**src/rtl/cem_pkg.sv**
```systemverilog
package cem_pkg;
  // register map on the documented register port
  localparam logic [7:0] CEM_AFE_SETUP_ADDR  = 8'h41;
  localparam logic [7:0] CEM_FILT_CFG_ADDR   = 8'h43;
  localparam logic [7:0] CEM_AFE_SETUP_RST   = 8'h00;
  localparam logic [7:0] CEM_FILT_CFG_RST    = 8'h00;
  localparam logic [7:0] CEM_UNMAPPED_RD     = 8'h00;
  // field positions
  localparam int CEM_FFSC_LSB  = 6; // first_filter_sample_count 7:6
  localparam int CEM_CCS_LSB   = 0; // charge_current_select 5:0
  localparam int CEM_CTS_LSB   = 5; // charge_time_select 7:5
  localparam int CEM_NUM_ELEC  = 3;
  localparam int CEM_ADC_W     = 10;
  localparam int CEM_SUM_W     = 16;
  // timing
  localparam int CEM_CLK_MHZ        = 100;
  localparam int CEM_CHG_BASE_NS    = 500;
  localparam int CEM_GND_HOLD_NS    = 500;
  localparam int CEM_CHG_BASE_CYC   = (CEM_CHG_BASE_NS * CEM_CLK_MHZ
                                       + 999) / 1000;
  localparam int CEM_GND_HOLD_CYC   = (CEM_GND_HOLD_NS * CEM_CLK_MHZ
                                       + 999) / 1000;
  localparam int CEM_TMR_W          = 12;
  // sample counts for codes 0..3
  localparam logic [5:0] CEM_FF_CNT0 = 6'h06;
  localparam logic [5:0] CEM_FF_CNT1 = 6'h0a;
  localparam logic [5:0] CEM_FF_CNT2 = 6'h12;
  localparam logic [5:0] CEM_FF_CNT3 = 6'h22;

  typedef enum {
    CEM_IDLE,
    CEM_GROUND,
    CEM_CHARGE,
    CEM_CONVERT,
    CEM_DISCHARGE
  } cem_phase_t;

  typedef struct packed {
    logic [5:0] cur_code;
    logic       chg_en;
    logic       dis_en;
    logic [2:0] elec_gnd_oe;
    logic [1:0] elec_sel;
  } cem_pad_t;

  typedef struct packed {
    logic                 valid;
    logic [1:0]           elec;
    logic [CEM_ADC_W-1:0] avg;
  } cem_result_t;
endpackage : cem_pkg

```
**src/rtl/cem_measure.sv**
```systemverilog
`timescale 1ns/1ns
// Contract
// (RULE1) ground the measured electrode before charging so it starts at zero
// (RULE2) hold all other electrodes at ground during a measurement
// (RULE3) after the charge time, take one 10-bit conversion as raw reading
// (RULE4) after conversion discharge the electrode at the charge current
// (RULE5) first filter sample count codes 0..3 select 6, 10, 18, 34
// (RULE6) charge current code zero disables charging entirely
// (RULE7) nonzero current code sets charge and discharge current in microamps
// (RULE8) charge time programmable from 500 ns to 32 us via time select
// (RULE9) time code 0 invalid, 1 is 0.5 us, each code doubles to 32 us
// (RULE10) first filter averages the selected number of raw conversions
// (RULE11) measure enabled electrodes one at a time in rotating order
module cem_measure (
  input  wire logic                         clk,
  input  wire logic                         srst,
  input  wire logic [7:0]                   reg_addr,
  input  wire logic                         reg_wr,
  input  wire logic [7:0]                   reg_wdata,
  output      logic [7:0]                   reg_rdata,
  input  wire logic [2:0]                   elec_en,
  output      logic                         adc_start,
  input  wire logic                         adc_done,
  input  wire logic [cem_pkg::CEM_ADC_W-1:0] adc_data,
  output      cem_pkg::cem_pad_t            pad,
  output      cem_pkg::cem_result_t         result
);
  import cem_pkg::*;

  typedef struct packed {
    cem_phase_t               phase;
    logic [1:0]               elec;
    logic [CEM_TMR_W-1:0]     tmr;
    logic [5:0]               nsamp;
    logic [5:0]               target;
    logic [CEM_SUM_W-1:0]     sum;
    logic [7:0]               afe;
    logic [7:0]               fcfg;
    logic [7:0]               rdata;
    logic                     start;
    cem_result_t              res;
  } cem_state_t;

  cem_state_t s_q;
  cem_state_t s_d;

  logic [5:0]           cur_code;
  logic [2:0]           time_code;
  logic [1:0]           ff_code;
  logic [5:0]           ff_cnt;
  logic [CEM_TMR_W-1:0] chg_cyc;
  logic                 run_ok;
  logic [1:0]           next_elec;
  logic                 any_en;
  logic                 in_idle;
  logic                 in_ground;
  logic                 in_charge;
  logic                 in_discharge;
  logic [2:0]           gnd_oe;

  assign cur_code  = s_q.afe[CEM_CCS_LSB +: 6];
  assign ff_code   = s_q.afe[CEM_FFSC_LSB +: 2];
  assign time_code = s_q.fcfg[CEM_CTS_LSB +: 3];
  // zero current or invalid time both stop measuring
  assign run_ok    = (cur_code != 6'h00) && (time_code != 3'h0); // RULE6 RULE9
  assign any_en    = |elec_en;

  // phase decodes shared by the pad drive
  assign in_idle      = (s_q.phase == CEM_IDLE);
  assign in_ground    = (s_q.phase == CEM_GROUND);
  assign in_charge    = (s_q.phase == CEM_CHARGE);
  assign in_discharge = (s_q.phase == CEM_DISCHARGE);

  // per-pad ground switch; the measured pad floats only while it is
  // charged, converted or discharged, every other pad stays grounded
  for (genvar g = 0; g < CEM_NUM_ELEC; g++) begin : g_gnd
    assign gnd_oe[g] = (2'(g) != s_q.elec) // RULE2
                    || in_ground // RULE1
                    || in_idle;
  end

  // charge time doubles per code from 0.5 us; code 0 never gets here
  // because run_ok keeps the sequencer out of the charge phase
  always_comb begin
    chg_cyc = CEM_TMR_W'(CEM_CHG_BASE_CYC); // RULE8
    if (time_code != 3'h0) begin
      chg_cyc = CEM_TMR_W'(CEM_CHG_BASE_CYC) << (time_code - 3'h1); // RULE9
    end
  end

  // sample count table
  always_comb begin
    case (ff_code) // RULE5
      2'h0:    ff_cnt = CEM_FF_CNT0;
      2'h1:    ff_cnt = CEM_FF_CNT1;
      2'h2:    ff_cnt = CEM_FF_CNT2;
      default: ff_cnt = CEM_FF_CNT3;
    endcase
  end

  // next enabled electrode after the current one, wrapping
  always_comb begin
    logic [1:0] cand;
    cand      = s_q.elec;
    next_elec = s_q.elec;
    for (int i = 0; i < CEM_NUM_ELEC; i++) begin
      cand = (cand == 2'(CEM_NUM_ELEC - 1)) ? 2'h0 : cand + 2'h1;
      if (elec_en[cand] && next_elec == s_q.elec && !(i > 0 &&
          elec_en[next_elec] && next_elec != s_q.elec)) begin
        next_elec = cand; // RULE11
      end
    end
  end

  // next-state logic
  always_comb begin
    s_d           = s_q;
    s_d.start     = 1'b0;
    s_d.res.valid = 1'b0;
    // register writes; a write mid-measurement reaches the pad drive on the next cycle
    if (reg_wr && reg_addr == CEM_AFE_SETUP_ADDR) begin
      s_d.afe = reg_wdata;
    end
    if (reg_wr && reg_addr == CEM_FILT_CFG_ADDR) begin
      s_d.fcfg = reg_wdata;
    end
    // read data is registered; a read in the cycle of a write to the same
    // register still returns the old value
    case (reg_addr)
      CEM_AFE_SETUP_ADDR: s_d.rdata = s_q.afe;
      CEM_FILT_CFG_ADDR:  s_d.rdata = s_q.fcfg;
      default:            s_d.rdata = CEM_UNMAPPED_RD;
    endcase
    case (s_q.phase)
      // sample count latched here so a later write cannot skew the divisor
      CEM_IDLE: begin
        if (run_ok && any_en) begin
          s_d.elec   = next_elec; // RULE11
          s_d.nsamp  = 6'h00;
          s_d.target = ff_cnt; // RULE10
          s_d.sum    = '0;
          s_d.tmr    = CEM_TMR_W'(CEM_GND_HOLD_CYC);
          s_d.phase  = CEM_GROUND;
        end
      end
      // hold the pad at zero volts; a setting cleared meanwhile stops here
      CEM_GROUND: begin
        if (s_q.tmr > CEM_TMR_W'(1)) begin
          s_d.tmr = s_q.tmr - CEM_TMR_W'(1);
        end else if (!run_ok) begin
          s_d.phase = CEM_IDLE; // RULE6
        end else begin
          s_d.tmr   = chg_cyc; // RULE8
          s_d.phase = CEM_CHARGE;
        end
      end
      // timer runs even if the current is cleared, so phases stay aligned
      CEM_CHARGE: begin
        if (s_q.tmr > CEM_TMR_W'(1)) begin
          s_d.tmr = s_q.tmr - CEM_TMR_W'(1);
        end else begin
          s_d.start = 1'b1; // RULE3
          s_d.phase = CEM_CONVERT;
        end
      end
      // no time limit on the converter; done pulses elsewhere are dropped
      CEM_CONVERT: begin
        if (adc_done) begin
          s_d.sum   = s_q.sum + CEM_SUM_W'(adc_data); // RULE3 RULE10
          s_d.nsamp = s_q.nsamp + 6'h01;
          // same current for the same time returns the pad to zero
          s_d.tmr   = chg_cyc; // RULE4
          s_d.phase = CEM_DISCHARGE;
        end
      end
      // equal current for equal time brings the pad back to ground
      CEM_DISCHARGE: begin
        if (s_q.tmr > CEM_TMR_W'(1)) begin
          s_d.tmr = s_q.tmr - CEM_TMR_W'(1);
        end else if (s_q.nsamp >= s_q.target) begin
          s_d.res.valid = 1'b1;
          s_d.res.elec  = s_q.elec;
          s_d.res.avg   = CEM_ADC_W'(s_q.sum / CEM_SUM_W'(s_q.target));
          s_d.phase     = CEM_IDLE; // RULE11
        end else begin
          s_d.tmr   = CEM_TMR_W'(CEM_GND_HOLD_CYC); // RULE1
          s_d.phase = CEM_GROUND;
        end
      end
      default: s_d.phase = CEM_IDLE;
    endcase
  end

  // single state register
  always_ff @(posedge clk) begin
    if (srst) begin
      s_q        <= '0;
      s_q.phase  <= CEM_IDLE;
      s_q.afe    <= CEM_AFE_SETUP_RST;
      s_q.fcfg   <= CEM_FILT_CFG_RST;
    end else begin
      s_q <= s_d;
    end
  end

  // pad drive decoded from phase; pads not selected stay grounded
  // a current cleared mid-charge cuts the source at once, trading one
  // short sample for never charging with a zero code
  always_comb begin
    pad             = '0;
    pad.elec_sel    = s_q.elec;
    pad.cur_code    = cur_code; // RULE7
    pad.chg_en      = in_charge && run_ok; // RULE6
    pad.dis_en      = in_discharge; // RULE4
    pad.elec_gnd_oe = gnd_oe; // RULE2
  end

  // outputs straight from the state register
  assign adc_start = s_q.start;
  assign reg_rdata = s_q.rdata;
  assign result    = s_q.res;
endmodule : cem_measure

```
**config.mk**
```make
export PLATFORM = sky130hd
export DESIGN_NAME = cem_measure
export DESIGN_NICKNAME = d
export VERILOG_FILES = /design/src/rtl/cem_pkg.sv /design/src/rtl/cem_measure.sv
export SDC_FILE = /design/constraint.sdc
export NUM_CORES = 1
export LEC_CHECK = 0
export ABC_AREA = 0
export BUFFER_PORTS_ARGS = -buffer_cell sky130_fd_sc_hd__clkbuf_2
export CAP_MARGIN = 20
export CORE_UTILIZATION = 55
export CTS_CLUSTER_SIZE = 40
export DETAILED_ROUTE_END_ITERATION = 8
export PLACE_DENSITY = 0.76
export REMOVE_ABC_BUFFERS = 1
export SLEW_MARGIN = 20
export SYNTH_ARGS = -nofsm -noshare
export SYNTH_HDL_FRONTEND = slang
export SYNTH_SLANG_ARGS = --single-unit
```
**constraint.sdc**
```tcl
create_clock -name clk -period 28.7 [get_ports clk]
set_clock_uncertainty 0.2 [all_clocks]
set_input_delay 1.435 -clock clk [delete_from_list [all_inputs] [get_ports clk]]
set_output_delay 1.435 -clock clk [all_outputs]
set_load 0.01 [all_outputs]
```
# Yosys cells after proc, flatten, opt, wreduce, memory -nomap -nowiden
# Index checks and enable logic that the tools add are counted.
# totals
latch_bits	0
memories	0
romBits	0
word_cells	134
in_bits	33
regBits	112
mem_bits_rw	0
# classes
n_addsub	7
n_eq_ne	28
div	1
n_shift	1
bitwise	3
mul	0
n_reduce_logical	35
n_mux	39
order_cmp	7
# op_table
op	n
$pmux W32 S5	1
$mux W32	4
$eq A32 B2 Y1 const B	3
$mux W74	1
$mux W12	6
$eq A32 B3 Y1 const B	2
$logic_not A32 Y1	2
$pmux W12 S5	1
$eq A32 B1 Y1 const B	1
$eq A32 B4 Y1 const B	1
$pmux W16 S2	1
$mux W18	1
$pmux W6 S3	1
$add A16 B10 Y16	1
$div A16 B6 Y16	1
$eq A8 B7 Y1 const B	2
$mux W16	1
$pmux W8 S2	1
$lt A2 B3 Y1 const B	5
$mux W2	7
$mux W13	1
$gt A12 B1 Y1 const B	1
$ne A2 B2 Y1 const B	6
$pmux W6 S2	1
30 further kinds	69

# Logic depth before layout (Yosys ltp)
# Gate-level depths: netlist (run 1).
# logic_depth
depth_word	19
depth_mapped	135
depth_no_buf	130

# Least setup slack after synthesis (run 1)
# Ideal clock, no wire load.
# synth_timing
path_type	register to register
startpoint	reg s_q[59] (netlist name)
endpoint	reg s_q, in the netlist result[0]
path_stages_with_launch	130
setup_slack_ns	3.121
synth_period_minus_slack_ns	25.579
setup_time_ns	0.123
arrival_ns	25.256
path_cell_list	dfxtp_1 > buf_6 > or3_4 > nor2_1 > a21oi_1 > a21oi_1 > ha_1 > or4b_1 > nand2_1 > a22oi_1 > ha_1 > a21oi_1 > a21boi_1 > or3_1 > nand2_1 > ha_1 > a21oi_1 > a21oi_1 > [... 94 more ...] > nand2b_1 > a21oi_1 > and3_1 > and4_1 > o21ai_1 > nor2_1 > a21oi_1 > ha_1 > a21oi_1 > nor2b_1 > o21ai_0 > nand2b_1 > a21oi_1 > o211ai_1 > nor2_1 > o2111ai_1 > a21oi_1 > a21oi_1
# synth_via
elab_chain_cells	2
word_cells_on_any_way	3
cone_classes	div: 1; order compare: 1; reduce/logical: 1
# synth_rtl
element	line	text
from (decl)	cem_measure.sv:44	cem_state_t s_q;
branches (longest 2 deep; another with $div A16 B6 Y16)	--	
# Parallel ways; which one is timed is not known.
# A chain may end at the register's enable or synchronous reset.

# Final worst setup path (run 1)
# Ends and elaborated chain as after synthesis.

==> results.sh, run 1 <==
export IMPL_outcome="completed"
export IMPL_ir_drop_mv=0.0346
export IMPL_required_ns=28.73
export IMPL_startpoint_type="register"
export IMPL_num_nets_final=1321
export IMPL_cp_end_kind="register"
export IMPL_synth_edf_count=0
export IMPL_seqPwrFrac=0.436
export IMPL_gr_total_overflow=0
export IMPL_cts_buffers=9
export IMPL_hpwl_um=16700
export IMPL_powerDensity_mw_per_mm2=26.9
export IMPL_dieArea_mm2=0.0168
export IMPL_yosys_area_top_type="dfxtp_1"
export IMPL_switching_power_mw=0.0671
export IMPL_final_common_cell="nor2_1"
export IMPL_fmax_mhz=37.2
export IMPL_swShare=0.257
export IMPL_htreeDepth=3
export IMPL_drt_wl_total_um=22800
export IMPL_hold_class="register to register"
export IMPL_p_int_mw=0.194
export IMPL_dpl_cell_count=1394
export IMPL_cts_sinks=82
export IMPL_track_usage=0.272
export IMPL_ys_types=96
export IMPL_rows=46
export IMPL_critPathBufInv=3
export IMPL_clk_pin_slew_ns=0.07
export IMPL_area_growth_synth_to_final_pct=8.13
export IMPL_hold_ws_ns=0.273
export IMPL_clock_path_buffers=2
export IMPL_first_pass_iters=5
export IMPL_io_buffers=67
export IMPL_cp_slowest_cell="or4b_1"
export IMPL_layout_common_cells="nor2_1 (139), a21oi_1 (90), ha_1 (88)"
export IMPL_period_minus_slack_ns=26.87
export IMPL_cts_tree="built"
export IMPL_async_reset_ff_frac=0
export IMPL_hold_violations=0
export IMPL_worst_slew_pin_slew_ns=0.847
export IMPL_ys_top_cells_by_area="dfxtp_1 (18%), ha_1 (12%), nor2_1 (6.0%)"
export IMPL_grt_pass1_vias=7771
export IMPL_viasPerCell=6.05
export IMPL_drive_gt1_frac=0.150
export IMPL_clk_root_buffer_cell="clkbuf_16"
export IMPL_drc=0
export IMPL_ys_ff_latch=82
export IMPL_cap_violations=0
export IMPL_synthCells=1183
export IMPL_path_common_cell="a21oi_1"
export IMPL_p_comb_frac=0.084
export IMPL_finalPower_mw=0.261
export IMPL_grt_pass1_wl_um=36700
export IMPL_drtIter0Drc=594
export IMPL_vias=8587
export IMPL_crit_type="register to register"
export IMPL_critical_path_top_delay_family="compound AO/OA/AOI/OAI gates"
export IMPL_grt_start_max_net_pins=67
export IMPL_total_leakage_power_nw=4.07
export IMPL_die_w_um=130
export IMPL_fin_util=0.611
export IMPL_cpPeakStageDelay_ns=0.51
export IMPL_setup_tns_final_ns=0
export IMPL_io_pins=68
export IMPL_syn_cell_area_mm2=0.00898
export IMPL_syn_avg_cell_area_um2=7.59
export IMPL_crit_arrival_ns=26.90
export IMPL_antenna_found_initial=1
export IMPL_slew_viol_final=0
export IMPL_cts_hold_buf=0
export IMPL_synth_top_area_frac=0.183
export IMPL_ys_warn_count=0
export IMPL_fin_cells=1420
export IMPL_place_congestion=0.916
export IMPL_clk_latency_ns=0.35
export IMPL_max_slew_margin=0.429
export IMPL_synthFlopType="dfxtp_1"
export IMPL_finalCritPeriodShare=0.936
export IMPL_p_clk_frac=0.480
export IMPL_ant_nets=0
export IMPL_seq_area_frac_synth=0.183
export IMPL_finalSetupViolCount=0
export IMPL_crit_path_max_fanout=11
export IMPL_antennaDiodeCount=0
export IMPL_wl_per_cell_um=16.0
export IMPL_start_util=0.565
export IMPL_die_h_um=130
export IMPL_coreArea_mm2=0.0159
==> power by group through the flow <==
stage / combinational, mW / clock (mW) / sequential, mW
after floorplan: 0.0136 / 0 / 0.116
after global placement: 0.0210 / 0 / 0.116
after detailed placement: 0.0211 / 0 / 0.116
after CTS: 0.0212 / 0.127 / 0.114
after global routing: 0.0243 / 0.132 / 0.114
final: 0.0220 / 0.125 / 0.114
==> repair_timing <==
item,in CTS,in global routing
endpoints found under the setup margin,1,2
pin swaps,0,6
buffers inserted,0,10
resized for setup,2,27
hold endpoints to repair,0,0
==> sequential cells by signal (all words and copies together) (netlist names) <==
| name | flops |
|---|---|
| s_q | 50 |
| result | 13 |
| pad | 8 |
| reg_rdata | 8 |
| ff_code | 2 |
| adc_start | 1 |
==> worst reg2reg max path: cells and delay by family (launching register included) <==
| family | cells | cell delay, ns |
|---|---|---|
| adder cells (fa/ha/maj) | 14 | 3.98 |
| AO/OA/AOI/OAI | 64 | 11.26 |
| AND/OR/NAND/NOR | 41 | 8.81 |
| flip-flops | 1 | 0.40 |
| multiplexers | 5 | 1.66 |
| buffers and inverters | 3 | 0.49 |
==> worst paths after layout <==
path | depth (start not counted) | slack, ns | from | to
max | 127 | 1.83 | s_q[59]$_SDFFE_PP0P_ | result[0]$_SDFFE_PP0P_
min | 2 | 0.27 | s_q[76]$_SDFFE_PP0P_ | s_q[76]$_SDFFE_PP0P_
max reg2reg | 127 | 1.83 | s_q[59]$_SDFFE_PP0P_ | result[0]$_SDFFE_PP0P_
min reg2reg | 2 | 0.27 | s_q[76]$_SDFFE_PP0P_ | s_q[76]$_SDFFE_PP0P_
==> logic make-up (layout without fill, tap and decap cells) <==
kind of cell / after synthesis / count (layout) / synth area share
AO/OA/AOI/OAI: 350 / 350 / 0.267
XOR/XNOR: 46 / 46 / 0.0457
adder cells (fa/ha/maj): 89 / 89 / 0.125
buffers and inverters: 118 / 139 / 0.0659
flip-flops: 82 / 82 / 0.183
multiplexers: 61 / 61 / 0.0716
AND/OR/NAND/NOR: 437 / 437 / 0.242
==> through the flow <==
step / worst slack [ns] / instance area (µm²)
after floorplan: 2.84 / 8520
after global placement: 0.820 / 9200
after detailed placement: -0.0588 / 9200
after CTS: 0.0596 / 9520
after global routing: -0.0279 / 9710
final: 1.83 / 9710
==> cells in the mapped netlist, types with 16 or more instances <==
master,count
nand2b_1,16
o21a_1,29
nor2b_1,18
or3_1,18
ha_1,88
o21ai_0,63
a21oi_1,94
nand2_1,84
o211ai_1,18
a211oi_1,17
nand3_1,34
nor2_1,144
a21o_1,20
buf_4,30
mux2i_1,45
inv_1,34
clkbuf_1,42
xnor2_1,26
nor3_1,48
xor2_1,19
dfxtp_1,82
==> area by class of cell <==
cell class	count	area (µm²)
Multi-Input combinational cell	983	6860
Timing Repair Buffer	88	493
Clock buffer	10	239
Clock inverter	6	73.8
Fill cell	1481	6180
Tap cell	216	270
Sequential cell	82	1640
Inverter	35	131
==> per-layer routing <==
metal	global-route usage	routed length, µm	up-vias
li1	-	-	4346
met1	0.352	10600	3993
met2	0.462	10800	217
met3	0.0361	908	31
met4	0.0937	475	0
met5	0	0	-
(Power assumes the default switching activity.)
==> run 2: changes to the inputs <==
CAP_MARGIN = 40   (was 20)
MAX_ROUTING_LAYER = met4   (was unset)
REMOVE_ABC_BUFFERS = unset   (was 1)
==> run 2 against run 1 <==
First-iteration DRC count grew 19%. Total power grew 2.8%. Sequential share of layout area shrank 0.054 points. Hold slack gained 0.0026 ns. Highest routed layer unchanged. Clock power grew 6%. Largest power group unchanged. Combinational power is essentially flat. Count of clock-buffer cells in the layout shrank 1. Wire length grew 3.1%. Critical path depth grew 1. Critical path type unchanged.
==> results.sh, run 2 (synthesis results as in run 1) <==
export IMPL_cpPeakStageDelay_ns=0.51
export IMPL_layout_common_cells="nor2_1 (138), a21oi_1 (91), ha_1 (88)"
export IMPL_outcome="completed"
export IMPL_hold_violations=0
export IMPL_drive_gt1_frac=0.153
export IMPL_antenna_found_initial=0
export IMPL_clk_root_buffer_cell="clkbuf_16"
export IMPL_placed_cell_area_mm2=0.00920
export IMPL_powerDensity_mw_per_mm2=27.5
export IMPL_fin_cells=1422
export IMPL_hpwl_um=17400
export IMPL_area_growth_synth_to_final_pct=8.48
export IMPL_drc=0
export IMPL_num_nets_final=1323
export IMPL_holdPathStages=2
export IMPL_clk_latency_ns=0.35
export IMPL_first_pass_iters=4
export IMPL_cts_tree="built"
export IMPL_coreArea_mm2=0.0159
export IMPL_slew_viol_final=0
export IMPL_cts_sinks=82
export IMPL_fin_area_mm2=0.00974
export IMPL_grt_start_max_net_pins=67
export IMPL_final_common_cell="nor2_1"
export IMPL_r2r_end="result[0]$_SDFFE_PP0P_"
export IMPL_start_util=0.565
export IMPL_ir_drop_mv=0.0460
export IMPL_min_to="s_q[76]$_SDFFE_PP0P_"
export IMPL_syn_nets=1305
export IMPL_grt_pass1_vias=7873
export IMPL_top_layer="met4"
export IMPL_htreeDepth=3
export IMPL_max_slew_margin=0.482
export IMPL_crit_arrival_ns=26.89
export IMPL_grt_pass1_wl_um=37600
export IMPL_hold_start="s_q[76]$_SDFFE_PP0P_"
export IMPL_m1WireLength_um=10700
export IMPL_hold_class="register to register"
export IMPL_finalSetupViolCount=0
export IMPL_die_h_um=130
export IMPL_drt_wl_total_um=23500
export IMPL_io_pins=68
export IMPL_largest_reg_flops=50
export IMPL_reg2reg_slack_ns=1.84
export IMPL_cp_end_kind="register"
export IMPL_drtIter0Drc=707
export IMPL_required_ns=28.73
export IMPL_finalPower_mw=0.268
export IMPL_cts_hold_buf=0
export IMPL_die_w_um=130
export IMPL_dieArea_mm2=0.0168
export IMPL_antennaDiodeCount=0
export IMPL_rows=46
export IMPL_dpl_cell_count=1394
export IMPL_gr_total_overflow=0
export IMPL_ant_nets=0
export IMPL_fillers=1462
export IMPL_place_congestion=1.01
export IMPL_largest_register="s_q"
export IMPL_wl_met2_um=11400
export IMPL_fin_util=0.613
export IMPL_crit_type="register to register"
export IMPL_viasPerCell=6.11
export IMPL_startpoint_type="register"
export IMPL_fmax_mhz=37.2
export IMPL_track_usage=0.287
export IMPL_clk_pin_slew_ns=0.07
export IMPL_wl_per_cell_um=16.5
export IMPL_io_buffers=67
export IMPL_period_minus_slack_ns=26.86
export IMPL_path_common_cell="a21oi_1"
export IMPL_crit_path_max_fanout=11
export IMPL_finalCritPeriodShare=0.936
export IMPL_worst_slew_pin_slew_ns=0.777
export IMPL_routed_wl_met3_um=1010
export IMPL_r2r_start="s_q[59]$_SDFFE_PP0P_"
export IMPL_vias=8683
export IMPL_cp_slowest_cell="or4b_1"
export IMPL_clock_path_buffers=2
export IMPL_rr_worst_depth=128
export IMPL_total_leakage_power_nw=4.09
export IMPL_cts_buffers=9
export IMPL_cap_violations=0
run 2: cell type report:
cell class | count | area [µm²] | area share
clock inverters | 7 | 106 | 0.0109
well taps | 216 | 270 | 0.0278
flip-flops and latches | 82 | 1640 | 0.169
inverters | 35 | 131 | 0.0135
clock buffers | 9 | 225 | 0.0231
multi-input cells | 983 | 6860 | 0.704
repair buffers | 90 | 504 | 0.0518
run 2: worst max path at each step:
stage | startpoint | endpoint | slack, ns | cells past startpoint
detailed placement | s_q[59]$_SDFFE_PP0P_ | result[0]$_SDFFE_PP0P_ | 0.16 | 125
finish | s_q[59]$_SDFFE_PP0P_ | result[0]$_SDFFE_PP0P_ | 1.84 | 128
floorplan | s_q[59]$_SDFFE_PP0P_ | result[0]$_SDFFE_PP0P_ | 3.12 | 129
CTS | s_q[59]$_SDFFE_PP0P_ | result[0]$_SDFFE_PP0P_ | 0.11 | 126
global route | s_q[59]$_SDFFE_PP0P_ | result[0]$_SDFFE_PP0P_ | -0.1 | 129
global placement | s_q[59]$_SDFFE_PP0P_ | result[0]$_SDFFE_PP0P_ | 0.79 | 125
run 2: critical path: cells and delay by family, from the launching register on:
| family | cells | cell delay (ns) |
|---|---|---|
| mux | 5 | 1.61 |
| compound gates | 65 | 11.76 |
| simple gates | 38 | 7.98 |
| fa+ha+maj | 14 | 3.94 |
| buf+inv | 6 | 0.85 |
| flops | 1 | 0.39 |
run 2: routing by layer:
metal,up-vias,GRT usage
met3,31,0.0287
met1,4045,0.357
li1,4360,-
met5,-,-
met4,0,0.0876
met2,247,0.490
run 2: metrics by stage:
step	setup slack, ns	setup TNS [ns]	hold WS, ns
floorplan	3.12	0	0.243
finish	1.84	0	0.275
global route	-0.0953	-0.0953	0.300
CTS	0.108	0	0.276
global placement	0.793	0	0.250
detailed placement	0.155	0	0.266
run 2: timing repair:
action                                  CTS  global route
endpoints found under the hold margin     0             0
pin swaps                                 0             6
resized for setup                         1            29
endpoints found under the setup margin    1             2
setup buffers                             0            12
run 2: where the power goes:
part / switching, mW / total, mW / internal, mW / leakage [nW]
Sequential: 0.0000360 / 0.114 / 0.114 / 0.660
Clock: 0.0544 / 0.132 / 0.0781 / 0.163
Combinational: 0.0127 / 0.0221 / 0.00933 / 3.26
Total: 0.0671 / 0.268 / 0.201 / 4.09
==> run 3: changes to the inputs <==
PLACE_DENSITY = 0.79   (was 0.76)
clock period = 24.3 ns   (was 28.7 ns; I/O delays follow)
==> run 3 against run 2 <==
Final area is 17% higher. Critical path depth up 8. Highest routed layer unchanged. The run now ends with negative setup slack left. Register-to-register slack got worse by 2.6 ns. Hold slack worse by 0.012 ns. Cell count is 11% higher.
==> results.sh, run 3 (synthesis results as in run 1) <==
export IMPL_required_ns=24.33
export IMPL_syn_nets=1305
export IMPL_clk_root_buffer_cell="clkbuf_16"
export IMPL_rsz0062_at_grt="yes"
export IMPL_path_common_cell="buf_4"
export IMPL_setup_tns_final_ns=-0.713
export IMPL_wl_per_cell_um=19.1
export IMPL_cap_violations=0
export IMPL_r2r_end="result[0]$_SDFFE_PP0P_"
export IMPL_placed_cell_area_mm2=0.00957
export IMPL_die_w_um=130
export IMPL_p_int_mw=0.219
export IMPL_rows=46
export IMPL_crit_path_max_fanout=7
export IMPL_fmax_mhz=40.0
export IMPL_io_buffers=67
export IMPL_swShare=0.271
export IMPL_clk_latency_ns=0.35
export IMPL_critPathBufInv=25
export IMPL_powerDensity_mw_per_mm2=26.3
export IMPL_dieArea_mm2=0.0168
export IMPL_cts_tree="built"
export IMPL_drc=0
export IMPL_cp_end_kind="register"
export IMPL_seqPwrFrac=0.448
export IMPL_p_clk_frac=0.444
export IMPL_track_usage=0.318
export IMPL_largest_reg_flops=50
export IMPL_violations="negative setup slack"
export IMPL_fin_ws_ns=-0.713
export IMPL_hold_start="s_q[76]$_SDFFE_PP0P_"
export IMPL_viasPerCell=6.44
export IMPL_grt_pass1_wl_um=41800
export IMPL_antennaDiodeCount=0
export IMPL_vias=10100
export IMPL_worst_slew_pin_slew_ns=0.913
export IMPL_holdPathStages=2
export IMPL_fin_area_mm2=0.0114
export IMPL_rr_worst_depth=136
export IMPL_finalSetupViolCount=1
export IMPL_startpoint_type="register"
export IMPL_first_pass_iters=6
export IMPL_fin_util=0.717
export IMPL_io_pins=68
export IMPL_num_nets_final=1473
export IMPL_critical_path_top_delay_family="compound AO/OA/AOI/OAI gates"
export IMPL_area_growth_synth_to_final_pct=26.9
export IMPL_die_h_um=130
export IMPL_clk_pin_slew_ns=0.07
export IMPL_hold_class="register to register"
export IMPL_crit_type="register to register"
export IMPL_layout_common_cells="buf_4 (169), nor2_1 (132), dfxtp_1 (80)"
export IMPL_finalCritPeriodShare=1.03
export IMPL_cts_buffers=9
export IMPL_r2r_start="s_q[58]$_SDFFE_PP0P_"
export IMPL_fillers=1158
export IMPL_final_common_cell="buf_4"
export IMPL_drtIter0Drc=971
export IMPL_antenna_found_initial=0
export IMPL_period_minus_slack_ns=25.01
export IMPL_start_util=0.565
export IMPL_drive_gt1_frac=0.305
export IMPL_cpPeakStageDelay_ns=0.55
export IMPL_slew_viol_final=0
export IMPL_place_congestion=0.930
export IMPL_ir_drop_mv=0.0450
export IMPL_hold_violations=0
export IMPL_min_to="s_q[76]$_SDFFE_PP0P_"
export IMPL_cts_sinks=82
export IMPL_clock_path_buffers=2
export IMPL_switching_power_mw=0.0812
export IMPL_ant_nets=0
export IMPL_p_comb_frac=0.108
export IMPL_grt_start_max_net_pins=67
export IMPL_total_leakage_power_nw=4.81
export IMPL_grt_pass1_vias=8775
export IMPL_hpwl_um=17600
export IMPL_gr_total_overflow=0
export IMPL_coreArea_mm2=0.0159
export IMPL_largest_register="s_q"
export IMPL_crit_arrival_ns=25.04
export IMPL_drt_wl_total_um=30000
export IMPL_max_slew_margin=0.390
export IMPL_cp_slowest_cell="or4b_4"
export IMPL_htreeDepth=3
export IMPL_outcome="complete, but fails checks"
export IMPL_reg2reg_slack_ns=-0.71
-- run 3: changes by cell type in the layout (fill, tap and decap cells not counted), sizes merged --
| cell | delta |
|---|---|
| clkbuf | +1 |
| clkinvlp | +3 |
| buf | +150 |
| bufinv | -2 |
| inv | -2 |
-- run 3: cell type report --
| cell class | instances | area [µm²] | area share |
|---|---|---|---|
| clock buffers | 10 | 229 | 0.0201 |
| well taps | 216 | 270 | 0.0237 |
| multi-input cells | 983 | 7420 | 0.651 |
| repair buffers | 240 | 1650 | 0.145 |
| flip-flops and latches | 82 | 1640 | 0.144 |
| clock inverters | 6 | 48.8 | 0.00428 |
| inverters | 35 | 131 | 0.0115 |
-- run 3: what timing repair did --
item	CTS	global route
buffers inserted	85	45
hold buffers	0	0
setup endpoints to repair	1	2
pin swaps	36	85
resized for setup	28	90
-- run 3: tightest hold or removal path: cells and delay by family, from the launching register on --
kind,cells,cell delay (ns)
compound gates,2,0.12
flops,1,0.31
-- run 3: worst max-delay path by stage --
stage | from | depth (start not counted) | slack [ns] | end
finish | s_q[58]$_SDFFE_PP0P_ | 136 | -0.71 | result[0]$_SDFFE_PP0P_
global route | s_q[57]$_SDFFE_PP0P_ | 127 | -1.61 | result[0]$_SDFFE_PP0P_
CTS | s_q[57]$_SDFFE_PP0P_ | 129 | 0.004 | result[0]$_SDFFE_PP0P_
detailed placement | s_q[57]$_SDFFE_PP0P_ | 129 | -0.73 | result[0]$_SDFFE_PP0P_
global placement | s_q[57]$_SDFFE_PP0P_ | 125 | -0.13 | result[0]$_SDFFE_PP0P_
floorplan | s_q[59]$_SDFFE_PP0P_ | 132 | 0.04 | result[0]$_SDFFE_PP0P_
-- run 3: through the flow --
stage | hold slack, ns | setup WS (ns) | instances | power (mW)
after global placement | 0.259 | -0.128 | 1426 | 0.163
after CTS | 0.269 | 0.00356 | 1527 | 0.297
after detailed placement | 0.258 | -0.725 | 1426 | 0.163
after global routing | 0.294 | -1.61 | 1572 | 0.308
after floorplan | 0.243 | 0.0353 | 1183 | 0.156
final | 0.263 | -0.713 | 1572 | 0.300
-- run 3: metal layers --
layer  share of wire  GRT usage
met5               0          -
met4           0.063      0.149
met3           0.075     0.0410
met2            0.48      0.522
met1            0.39      0.388
-- run 3: power by group through the flow --
stage | clock, mW | combinational, mW | sequential [mW]
6_report | 0.133 | 0.0325 | 0.134
4_1_cts | 0.134 | 0.0278 | 0.134
2_1_floorplan | 0 | 0.0187 | 0.137
3_3_place_gp | 0 | 0.0256 | 0.137
5_1_grt | 0.140 | 0.0346 | 0.134
3_5_place_dp | 0 | 0.0260 | 0.137
